--- src/intc_defines.svh ---
// register offsets, bit positions and reset values of the interrupt controller
`ifndef INTC_DEFINES_SVH
`define INTC_DEFINES_SVH

`define ADDR_STATUS    6'h00
`define ADDR_CORE      6'h01
`define ADDR_CTRL1     6'h02
`define ADDR_CTRL2     6'h03
`define ADDR_FLAG0     6'h08
`define ADDR_ENABLE0   6'h10
`define ADDR_PRIO0     6'h20
`define PRIO_MISSING   6'h0f

`define LVL_LO_POS     5
`define LVL_HI_POS     3
`define NEST_POS       15
`define TRAP_LSB_POS   1
`define ALT_POS        15
`define DELAYED_DISABLE_ACTIVE_POS       14
`define POL_LSB_POS    0

`define EXT0_SRC       0
`define EXT1_SRC       20
`define EXT2_SRC       29
`define EXT3_SRC       53
`define EXT4_SRC       54

`define FLAG_REGS      5
`define PRIO_REGS      17
`define SRC_PER_PRIO   4
`define EXT_PINS       5
`define RESET_WORD     16'h0000
`define SYNC_FILL      2'h3

`endif

--- src/intc_pkg.sv ---
// shared types of the interrupt controller
package intc_pkg;
  typedef logic [2:0] prio_t;
  typedef logic [3:0] level_t;
  typedef logic [15:0] word_t;
  typedef enum logic [2:0] {
    SEL_NONE   = 3'b000,
    SEL_STATUS = 3'b001,
    SEL_CORE   = 3'b010,
    SEL_CTRL1  = 3'b011,
    SEL_CTRL2  = 3'b100,
    SEL_FLAG   = 3'b101,
    SEL_ENABLE = 3'b110,
    SEL_PRIO   = 3'b111
  } reg_sel_t;
endpackage

--- src/ext_edge_detect.sv ---
// external interrupt pin synchroniser and polarity edge detector
`timescale 1ns/10ps
`default_nettype none
`include "intc_defines.svh"

module ext_edge_detect #(
  parameter int N = `EXT_PINS
) (
  input  wire logic         clk,
  input  wire logic         srst,
  input  wire logic [N-1:0] pin,
  input  wire logic [N-1:0] polarity,
  output logic      [N-1:0] edge_pulse
);
  import intc_pkg::*;

  typedef struct packed {
    logic [N-1:0] s1;
    logic [N-1:0] s2;
    logic [N-1:0] s3;
    logic [N-1:0] lvl;
    logic [N-1:0] pulse;
    logic [1:0]   fill;
  } edge_state_t;

  edge_state_t st;
  edge_state_t next_st;

  always_comb begin
    next_st = st;
    next_st.s1 = pin;
    next_st.s2 = st.s1;
    next_st.s3 = st.s2;
    next_st.pulse = '0;
    if (st.fill != `SYNC_FILL) begin
      // pipeline still filling: take the level without an edge
      next_st.fill = st.fill + 2'h1;
      // settle on the second stage so a pin idling high gives no edge
      next_st.lvl = st.s2;
    end else begin
      for (int i = 0; i < N; i++) begin
        if (st.s2[i] == st.s3[i] && st.s3[i] != st.lvl[i]) begin
          next_st.lvl[i] = st.s3[i];
          // one selects the falling edge
          next_st.pulse[i] = polarity[i] ? !st.s3[i] : st.s3[i];
        end
      end
    end
  end

  always_ff @(posedge clk) begin
    if (srst) begin
      st <= '0;
    end else begin
      st <= next_st;
    end
  end

  assign edge_pulse = st.pulse;
endmodule
`default_nettype wire

--- src/interrupt_priority_control.sv ---
// interrupt controller: flags, enables, priorities, cpu level and arbitration
//
// Contract
// - thirty interrupt registers in the map
// - request flag set by source, software clears
// - per-source enable gates the request
// - three-bit priority per user source; sources 60 to 63 and 68 to 79 have no priority field and stay at zero
// - bit positions follow vector order
// - status word bits 7:5 hold level
// - four-bit level, high bit on top
// - level seven blocks every user interrupt
// - high bit set blocks peripheral interrupts
// - software cannot set the high bit
// - nesting disable locks status level bits
// - control one bit 15 disables nesting
// - control one bits 4:1 trap flags
// - control two bit 15 selects alternate table
// - control two bit 14 mirrors delayed disable
// - control two bits 4:0 edge polarity
// - unimplemented bits read zero, ignore writes
// - equal priority: lower vector number wins
`timescale 1ns/10ps
`default_nettype none
`include "intc_defines.svh"

module interrupt_priority_control #(
  parameter int FLAG_REGS = `FLAG_REGS,
  parameter int PRIO_REGS = `PRIO_REGS
) (
  input  wire logic                      clk,
  input  wire logic                      srst,
  input  wire logic [5:0]                reg_addr,
  input  wire intc_pkg::word_t           reg_wr_data,
  input  wire logic                      reg_wr,
  input  wire logic                      reg_rd,
  output intc_pkg::word_t                reg_rd_data,
  input  wire logic [FLAG_REGS*16-1:0]   src_request,
  input  wire logic [`EXT_PINS-1:0]      ext_pin,
  input  wire logic                      trap_arith,
  input  wire logic                      trap_address,
  input  wire logic                      trap_stack,
  input  wire logic                      trap_osc,
  input  wire logic                      core_level_set,
  input  wire logic                      cpu_level_load,
  input  wire intc_pkg::prio_t           cpu_level_value,
  input  wire logic                      delayed_disable_in,
  output logic                           irq_request,
  output logic [$clog2(FLAG_REGS*16)-1:0] irq_vector,
  output intc_pkg::prio_t                irq_priority,
  output intc_pkg::level_t               cpu_level,
  output logic                           alternate_table_select,
  output logic                           nesting_disable
);
  import intc_pkg::*;

  localparam int NUM_SRC  = FLAG_REGS * 16;
  localparam int PRIO_SRC = PRIO_REGS * `SRC_PER_PRIO;
  localparam int VW       = $clog2(NUM_SRC);

  typedef struct packed {
    logic [NUM_SRC-1:0]         flags;
    logic [NUM_SRC-1:0]         enables;
    logic [PRIO_SRC-1:0][2:0]   prio;
    prio_t                      level_low;
    logic                       level_high;
    logic                       nest_dis;
    logic [3:0]                 traps;
    logic                       alt_table;
    logic                       delayed_disable_active;
    logic [`EXT_PINS-1:0]       polarity;
    word_t                      rd_data;
    logic                       irq_req;
    logic [VW-1:0]              irq_vec;
    prio_t                      irq_prio;
  } ctrl_state_t;

  ctrl_state_t          st;
  ctrl_state_t          next_st;
  logic [`EXT_PINS-1:0] ext_pulse;

  ext_edge_detect #(.N(`EXT_PINS)) u_edge (
    .clk        (clk),
    .srst       (srst),
    .pin        (ext_pin),
    .polarity   (st.polarity),
    .edge_pulse (ext_pulse)
  );

  // address map: flags, enables and priority words are banks
  function automatic reg_sel_t decode(input logic [5:0] a);
    if (a == `ADDR_STATUS) return SEL_STATUS;
    if (a == `ADDR_CORE) return SEL_CORE;
    if (a == `ADDR_CTRL1) return SEL_CTRL1;
    if (a == `ADDR_CTRL2) return SEL_CTRL2;
    if (a >= `ADDR_FLAG0 && a < `ADDR_FLAG0 + 6'(FLAG_REGS)) return SEL_FLAG;
    if (a >= `ADDR_ENABLE0 && a < `ADDR_ENABLE0 + 6'(FLAG_REGS)) return SEL_ENABLE;
    if (a >= `ADDR_PRIO0 && a < `ADDR_PRIO0 + 6'(PRIO_REGS) &&
        a != `ADDR_PRIO0 + `PRIO_MISSING) return SEL_PRIO;
    return SEL_NONE;
  endfunction

  function automatic logic [4:0] bank_index(input logic [5:0] a, input reg_sel_t s);
    if (s == SEL_PRIO) return 5'(a - `ADDR_PRIO0);
    if (s == SEL_ENABLE) return 5'(a - `ADDR_ENABLE0);
    return 5'(a - `ADDR_FLAG0);
  endfunction

  // sources without a priority slot stay at level zero
  function automatic prio_t prio_of(input logic [PRIO_SRC-1:0][2:0] p, input int n);
    if (n < PRIO_SRC) return p[n];
    return 3'h0;
  endfunction

  function automatic word_t prio_word(input logic [PRIO_SRC-1:0][2:0] p, input int k);
    word_t w;
    w = `RESET_WORD;
    for (int j = 0; j < `SRC_PER_PRIO; j++) begin
      w[4*j +: 3] = p[`SRC_PER_PRIO*k + j];
    end
    return w;
  endfunction

  always_comb begin
    reg_sel_t           ws;
    reg_sel_t           rs;
    logic [4:0]         wi;
    logic [4:0]         ri;
    logic [NUM_SRC-1:0] set_req;
    level_t             lvl;
    prio_t              best;
    logic [VW-1:0]      best_n;
    logic               found;
    word_t              rv;
    ws = decode(reg_addr);
    rs = ws;
    wi = bank_index(reg_addr, ws);
    ri = wi;
    set_req = src_request;
    lvl = {st.level_high, st.level_low};
    best = 3'h0;
    best_n = '0;
    found = 1'b0;
    rv = `RESET_WORD;
    next_st = st;

    set_req[`EXT0_SRC] = set_req[`EXT0_SRC] | ext_pulse[0];
    set_req[`EXT1_SRC] = set_req[`EXT1_SRC] | ext_pulse[1];
    set_req[`EXT2_SRC] = set_req[`EXT2_SRC] | ext_pulse[2];
    set_req[`EXT3_SRC] = set_req[`EXT3_SRC] | ext_pulse[3];
    set_req[`EXT4_SRC] = set_req[`EXT4_SRC] | ext_pulse[4];

    // register writes; only implemented fields are stored
    if (reg_wr) begin
      unique case (ws)
        SEL_STATUS: begin
          if (!st.nest_dis) begin
            next_st.level_low = reg_wr_data[`LVL_LO_POS +: 3];
          end
        end
        SEL_CORE: begin
          if (!reg_wr_data[`LVL_HI_POS]) begin
            next_st.level_high = 1'b0;
          end
        end
        SEL_CTRL1: begin
          next_st.nest_dis = reg_wr_data[`NEST_POS];
          next_st.traps = reg_wr_data[`TRAP_LSB_POS +: 4];
        end
        SEL_CTRL2: begin
          next_st.alt_table = reg_wr_data[`ALT_POS];
          next_st.polarity = reg_wr_data[`POL_LSB_POS +: `EXT_PINS];
        end
        SEL_FLAG: begin
          next_st.flags[16*wi +: 16] = reg_wr_data;
        end
        SEL_ENABLE: begin
          next_st.enables[16*wi +: 16] = reg_wr_data;
        end
        SEL_PRIO: begin
          for (int j = 0; j < `SRC_PER_PRIO; j++) begin
            next_st.prio[`SRC_PER_PRIO*wi + j] = reg_wr_data[4*j +: 3];
          end
        end
        SEL_NONE: begin
        end
      endcase
    end

    // hardware events win over a clearing write in the same cycle
    next_st.flags = next_st.flags | set_req;
    next_st.traps = next_st.traps |
                    {trap_arith, trap_address, trap_stack, trap_osc};
    if (core_level_set) begin
      next_st.level_high = 1'b1;
    end
    if (cpu_level_load) begin
      next_st.level_low = cpu_level_value;
    end
    next_st.delayed_disable_active = delayed_disable_in;

    // read mux; unused bits stay zero
    unique case (rs)
      SEL_STATUS: rv[`LVL_LO_POS +: 3] = st.level_low;
      SEL_CORE:   rv[`LVL_HI_POS] = st.level_high;
      SEL_CTRL1: begin
        rv[`NEST_POS] = st.nest_dis;
        rv[`TRAP_LSB_POS +: 4] = st.traps;
      end
      SEL_CTRL2: begin
        rv[`ALT_POS] = st.alt_table;
        rv[`DELAYED_DISABLE_ACTIVE_POS] = st.delayed_disable_active;
        rv[`POL_LSB_POS +: `EXT_PINS] = st.polarity;
      end
      SEL_FLAG:   rv = st.flags[16*ri +: 16];
      SEL_ENABLE: rv = st.enables[16*ri +: 16];
      SEL_PRIO:   rv = prio_word(st.prio, int'(ri));
      SEL_NONE:   rv = `RESET_WORD;
    endcase
    next_st.rd_data = reg_rd ? rv : `RESET_WORD;

    // descending scan with >= keeps the lowest vector on ties
    for (int n = NUM_SRC - 1; n >= 0; n--) begin
      if (st.flags[n] && st.enables[n] &&
          ({1'b0, prio_of(st.prio, n)} > lvl) &&
          (!found || prio_of(st.prio, n) >= best)) begin
        found = 1'b1;
        best = prio_of(st.prio, n);
        best_n = VW'(n);
      end
    end
    next_st.irq_req = found;
    next_st.irq_vec = best_n;
    next_st.irq_prio = best;
  end

  always_ff @(posedge clk) begin
    if (srst) begin
      st <= '0;
    end else begin
      st <= next_st;
    end
  end

  assign reg_rd_data = st.rd_data;
  assign irq_request = st.irq_req;
  assign irq_vector = st.irq_vec;
  assign irq_priority = st.irq_prio;
  assign cpu_level = {st.level_high, st.level_low};
  assign alternate_table_select = st.alt_table;
  assign nesting_disable = st.nest_dis;

  // checking helpers
  logic [NUM_SRC-1:0] gate_d;
  always_ff @(posedge clk) begin
    if (srst) begin
      gate_d <= '0;
    end else begin
      gate_d <= st.flags & st.enables;
    end
  end
endmodule
`default_nettype wire

--- config.mk ---
export PLATFORM = sky130hd
export DESIGN_NAME = interrupt_priority_control
export DESIGN_NICKNAME = d
export VERILOG_FILES = /design/src/intc_pkg.sv /design/src/ext_edge_detect.sv /design/src/interrupt_priority_control.sv
export VERILOG_INCLUDE_DIRS = /design/src /design/src/src
export SDC_FILE = /design/constraint.sdc
export NUM_CORES = 2
export LEC_CHECK = 0
export ABC_CLOCK_PERIOD_IN_PS = 243500
export BUFFER_PORTS_ARGS = -buffer_cell sky130_fd_sc_hd__buf_2
export CORE_ASPECT_RATIO = 0.5
export CORE_MARGIN = 10
export CORE_UTILIZATION = 35
export CTS_CLUSTER_DIAMETER = 80
export CTS_CLUSTER_SIZE = 25
export DETAILED_ROUTE_END_ITERATION = 16
export GPL_TIMING_DRIVEN = 0
export HOLD_SLACK_MARGIN = 0.05
export PLACE_DENSITY = 0.49
export SETUP_SLACK_MARGIN = 0.15
export SYNTH_ARGS = -nofsm -noshare
export SYNTH_HDL_FRONTEND = slang
export SYNTH_SLANG_ARGS = --single-unit
--- constraint.sdc ---
create_clock -name clk -period 243.5 [get_ports clk]
set_input_delay 12.175 -clock clk [delete_from_list [all_inputs] [get_ports clk]]
set_output_delay 12.175 -clock clk [all_outputs]
set_load 0.05 [all_outputs]
# Word-level counts from Yosys, hierarchy flattened
# Cells that the tools add are included.
[word_totals]
ff_bits = 434
in_bits = 121
output_inout_bits = 33
elab_cells = 1190
[op_classes]
magnitude_cmp = 155
n_bitwise = 13
reduce_logical = 411
add_sub_neg = 11
mux = 471
n_eq_ne = 24
n_shift = 4
[op_table]
columns = ["operator", "n"]
rows = [
  ["204-bit bitwise mux", 4],
  ["3-bit two-way mux", 171],
  ["374-bit two-way mux", 1],
  ["3-bit by 4-bit > comparator with 1-bit output", 68],
  ["1-bit logical AND", 241],
  ["204-bit two-way mux", 1],
  ["3-bit >= comparator", 67],
  ["1-bit two-way mux", 194],
  ["6-bit two-way mux", 32],
  ["80-bit bitwise mux", 2],
  ["80-bit two-way mux", 2],
  ["80-bit by 10-bit indexed part select with 16-bit output", 2],
  ["7-bit two-way mux", 16],
  ["5-bit two-way mux", 22],
  ["80-bit OR", 1],
  ["16-bit by 34-bit variable shift with 80-bit output (first input constant)", 1],
  ["16-bit by 34-bit indexed part select with 80-bit output", 1],
  ["1-bit zero test", 73],
  ["1-bit logical OR", 68],
  ["65-bit OR reduction", 1],
  ["3-bit binary-select mux with 7-bit select", 3],
  ["3-bit demux with 7-bit select", 3],
  ["8-bit < comparator (second input constant)", 6],
  ["9-bit negator with 34-bit output", 1],
  ["other kinds (49)", 108],
]

# Longest topological paths before layout
[depth]
depth_word = 422
depth_mapped = 499
ltp_nobuf = 492

# By module
# From an unflattened synthesis, not the netlist that was laid out.
[unflattened]
hier_cells = 4466
hier_area_um2 = 35188.7
[modules_own_cells]
columns = ["mod", "cells_each", "instances", "area_each_um2", "seq_area_each_um2"]
rows = [
  ["interrupt_priority_control", 4369, 1, 34172.8, 8147.8],
  ["ext_edge_detect", 97, 1, 1016.0, 540.5],
]

# Worst setup path before layout
# Ideal clock, no wire load.
[synth_timing]
kind = "register -> register"
start = "register st, in the netlist cpu_level[2]"
end = "register st, in the netlist irq_vector[6]"
stages_incl_launch_ff = 479
period_less_slack_ns = 92.298
setup_ns = 0.096
arrival_time_ns = 92.202
t_required_ns = 243.404
slack_ns = 151.202
n_path_buf = 7
path_cell_list = "dfxtp_1 > inv_1 > ha_1 > and3b_4 > a211oi_4 > nor3_1 > ha_1 > nand2b_1 > a21o_1 > a2111oi_0 > o21ai_1 > nand2_1 > ha_1 > nand2b_1 > a21o_1 > a21oi_1 > a21oi_1 > a311o_1 > (+443 left out) > a22oi_1 > ha_1 > nand2b_1 > a21oi_1 > nor2b_1 > o31ai_4 > o21ai_0 > a21oi_2 > o21bai_1 > ha_1 > nand2b_1 > a21oi_1 > nor2b_1 > a311o_1 > nand2_1 > and3b_1 > nand4_1 > nor4b_1"
[synth_via]
elab_chain_len = 286
elab_cells_between_ends = 583
cone_classes = "order compare (136); mux (162); reduce/logical (285)"
[synth_rtl]
columns = ["item", "line", "text"]
rows = [
  ["start: declaration", "interrupt_priority_control.sv:77", "ctrl_state_t st;"],
  ["start signal: assignment", "interrupt_priority_control.sv:240", "st <= next_st;"],
  ["1-bit by 4-bit > comparator with 1-bit output", "interrupt_priority_control.sv:224", "({1'b0, prio_of(st.prio, n)} > lvl) &&"],
  ["1-bit logical AND", "interrupt_priority_control.sv:223", "if (st.flags[n] && st.enables[n] &&"],
  ["1-bit two-way mux (12 in series)", "interrupt_priority_control.sv:223", ""],
  ["1-bit zero test", "interrupt_priority_control.sv:225", "(!found || prio_of(st.prio, n) >= best)) begin"],
  ["1-bit logical OR", "interrupt_priority_control.sv:225", ""],
  ["1-bit logical AND", "interrupt_priority_control.sv:224", ""],
  ["3-bit two-way mux / 1-bit two-way mux (equally long branches)", "interrupt_priority_control.sv:223", ""],
  ["3-bit >= comparator / 1-bit zero test (equally long branches)", "interrupt_priority_control.sv:225", ""],
  ["(+259 left out)", "--", ""],
  ["3-bit >= comparator / 1-bit zero test (equally long branches)", "interrupt_priority_control.sv:225", ""],
  ["1-bit logical OR", "interrupt_priority_control.sv:225", ""],
  ["1-bit logical AND", "interrupt_priority_control.sv:224", ""],
  ["3-bit two-way mux / 1-bit two-way mux (equally long branches)", "interrupt_priority_control.sv:223", ""],
  ["3-bit >= comparator / 1-bit zero test (equally long branches)", "interrupt_priority_control.sv:225", ""],
  ["1-bit logical OR", "interrupt_priority_control.sv:225", ""],
  ["1-bit logical AND", "interrupt_priority_control.sv:224", ""],
  ["65-bit OR reduction (no source line)", "--", ""],
]
# Several ways; a longest one is shown, not always the timed one.
# A chain may end at the register's enable or synchronous reset.

# Worst setup path in the final report
[layout_timing]
start = "register st, in the netlist cpu_level[1]"
end = "register st, in the netlist irq_vector[6]"
# Same word-level chain as after synthesis.

==> run metrics <==
status=complete, but fails checks; failing checks=capacitance limit, slew limit; final-report setup violation count=0; post-CTS resize count=0; drt drc=0; clk buf depth=3; DR vias/cell=5.960; commonest non-fill, non-tap cell in the layout=nand2_1; Max FO, Critical Path=36; layout cell share with drive strength beyond 1=0.09114; routability cong.=1.061; worst vdd ir=0.004202 mV; Syn Nets=4,957; worst-margin pin slew=1.531 ns; Area Overhead vs Synth=8.973%; clk sinks=434; Routed WL=165.4 mm; fill count=10,300; Initial Util=0.3537; hold_sp=u_edge.next_st[18]; worst endpoint data arrival time=107.53 ns; PortBufs=151; CP max stage delay=0.74 ns; ys flop type=dfxtp_1; RSZ-0062 raised after global routing=no; Synth Warn #=0; max frequency=0.009336 GHz; Post-synth EDFFs=0; Synth Area per Inst=7.734 sq um; drt pass-1 iters=6; gr usage total=0.2750; pwr/cell area=3.695 nW/um^2; register area share after synthesis=0.2506; core box area=98,000 sq um; clk slew on worst S/H paths=0.12 ns; drt wl/cell=27.60 um; reg2reg end=irq_vector[6]; r2r startpoint=cpu_level[1]; Clk Latency, worst-skew pair=0.60 ns; Fin. Hold Viols=0; dpl cells=5,964; slowest stage cell on the critical path=a221oi_1; Worst R2R Path Depth=476; hold endpoint=u_edge.next_st[13]; share of the clock period used by the worst path after layout=0.4399; CP most frequent cell=ha_1; CP Capture Type=flop; Initial DRC Count=4,060; Non-Filler Instances=5,994; antenna violations before repair=20; Cell Int Power=0.09613 mW; Die X=465.1 um; Net Switching=0.04343 mW; max cap viols=2; Period minus WS final=107.11 ns; Cells after Synth=4,482; total negative slack=0 ns; crit path kind=flop to flop; cts-stage hold buffer count=0; DP Wirelength=134.9 mm; final-report max-slew violation count=22; number of post-CTS setup repair buffers=0; most frequent cells in the layout=nand2_1 (677), nor2_1 (474), a21oi_1 (466); FF-to-FF setup slack=136.39 ns; number of global-route vias before repair=32,590; post-synthesis instance area=34,660 sq um; Critical Path Start=cpu_level[1]; startpoint type of the worst setup path=flop; hold-critical path depth=1; CP required=243.92 ns; Relative slew margins=-0.02059; TritonCTS clock tree=built; Die Y-Extent=242.5 um; sw frac=0.3111; sequential group share of total power=0.536; htree depth=1; Cell Rows=81; I/O Pins=154; Die ar.=112,800 sq um; Post-synth ARST share=0; Distinct cells, synth=127; first-pass GRT wire length=231.8 mm; largest net degree at the start of global routing=41; Overall Power=0.1396 mW; cts bufs inserted=21; via count=35,730; nets=5,134; Min-Delay Path Class=flop to flop; Setup Skew=0.03172 ns; post-route ant nets=0; GR Overflow Total=0; root buf cell=clkbuf_16; flops & latches, synth=434; Pleak=14.55 nW; Comb power frac=0.158; clock share of power=0.307
-- power by group through the flow --
| stage | Sequential (mW) | Combinational [mW] | Clock [mW] |
|---|---|---|---|
| final | 0.0747 | 0.0220 | 0.0428 |
| after global placement | 0.0764 | 0.0204 | 0 |
| after global routing | 0.0747 | 0.0234 | 0.0446 |
| after floorplan | 0.0749 | 0.0126 | 0 |
| after CTS | 0.0746 | 0.0215 | 0.0424 |
| after detailed placement | 0.0762 | 0.0214 | 0 |
-- worst max path at each step --
stage | slack (ns) | cells past startpoint | to
2_1_floorplan | 151.20 | 478 | irq_vector[6]
3_5_place_dp | 137.68 | 476 | irq_vector[6]
4_1_cts | 137.15 | 475 | irq_vector[6]
3_3_place_gp | 136.09 | 474 | irq_vector[6]
6_report | 136.39 | 476 | irq_vector[6]
5_1_grt | 127.58 | 476 | irq_vector[6]
-- per-layer routing --
layer / vias to the layer above / global-route usage / wire length, um
li1: 16470 / - / -
met5: - / 0 / 67
met2: 1537 / 0.4134 / 69320
met3: 245 / 0.04550 / 14540
met1: 17460 / 0.3988 / 75950
met4: 10 / 0.07946 / 5531
-- kinds of logic (layout without fill, tap and decap cells) --
group	Yosys count	count (layout)	synth area share
simple gates	1720	1720	0.2299
compound gates	1298	1298	0.2502
buf+inv	477	658	0.05504
flops	434	434	0.2506
fa+ha+maj	372	372	0.1330
mux	178	178	0.08042
xor+xnor	3	3	0.0007581
other cells	0	3	0
-- synthesized netlist by cell type, drive strengths merged (15+ instances only) --
cell type	instances	area share
dfxtp	434	0.25
o211a	19	0.0055
mux4	78	0.051
nand2b	83	0.015
nand3	78	0.011
mux2i	79	0.023
maj3	18	0.0052
ha	354	0.13
nand3b	20	0.0043
o21ai	200	0.030
clkbuf	184	0.020
inv	249	0.027
nor2b	76	0.014
a31oi	50	0.010
nor4	46	0.0087
nor2	475	0.052
a211oi	98	0.022
nand2	677	0.073
or3	16	0.0029
o31ai	33	0.0093
o211ai	39	0.0093
nand4b	16	0.0042
and2	65	0.012
a22oi	46	0.010
a21o	83	0.018
buf	44	0.0082
a21oi	472	0.069
o22ai	15	0.0029
mux2	21	0.0068
or2	22	0.0040
o21a	49	0.011
and3	66	0.012
nor3	48	0.0086
a311oi	15	0.0040
a21boi	18	0.0039
-- final cells by class --
class | count | area (sq um) | share of cell area
clock buffers | 25 | 560.5 | 0.01484
clock inverters | 2 | 16.27 | 0.0004306
diodes | 3 | 7.507 | 0.0001987
well taps | 1328 | 1662 | 0.04399
flip-flops and latches | 434 | 8692 | 0.2301
repair buffers | 154 | 838.3 | 0.02219
plain buffers | 228 | 974.7 | 0.02580
inverters | 249 | 939.7 | 0.02487
multi-input cells | 3571 | 24080 | 0.6376
-- worst max-delay path: cells and delay by family, from the launching register on --
family,cells,cell delay [ns]
AND/OR/NAND/NOR,161,26.74
flip-flops,1,0.41
adder cells (fa/ha/maj),86,24.47
AO/OA/AOI/OAI,185,43.91
multiplexers,20,7.15
buffers and inverters,24,4.12
-- through the flow --
stage / instance area (sq um) / hold slack, ns / util / setup WS (ns)
6_report: 37780 / 0.4529 / 0.3854 / 136.39
5_1_grt: 37770 / 0.4712 / 0.3854 / 127.58
4_1_cts: 37760 / 0.4551 / 0.3853 / 137.15
3_5_place_dp: 37180 / 0.4313 / 0.3794 / 137.68
3_3_place_gp: 37080 / 0.4275 / 0.3784 / 136.09
2_1_floorplan: 34660 / 0.4138 / - / 151.20
No activity file was read; power rests on OpenSTA's default activity.
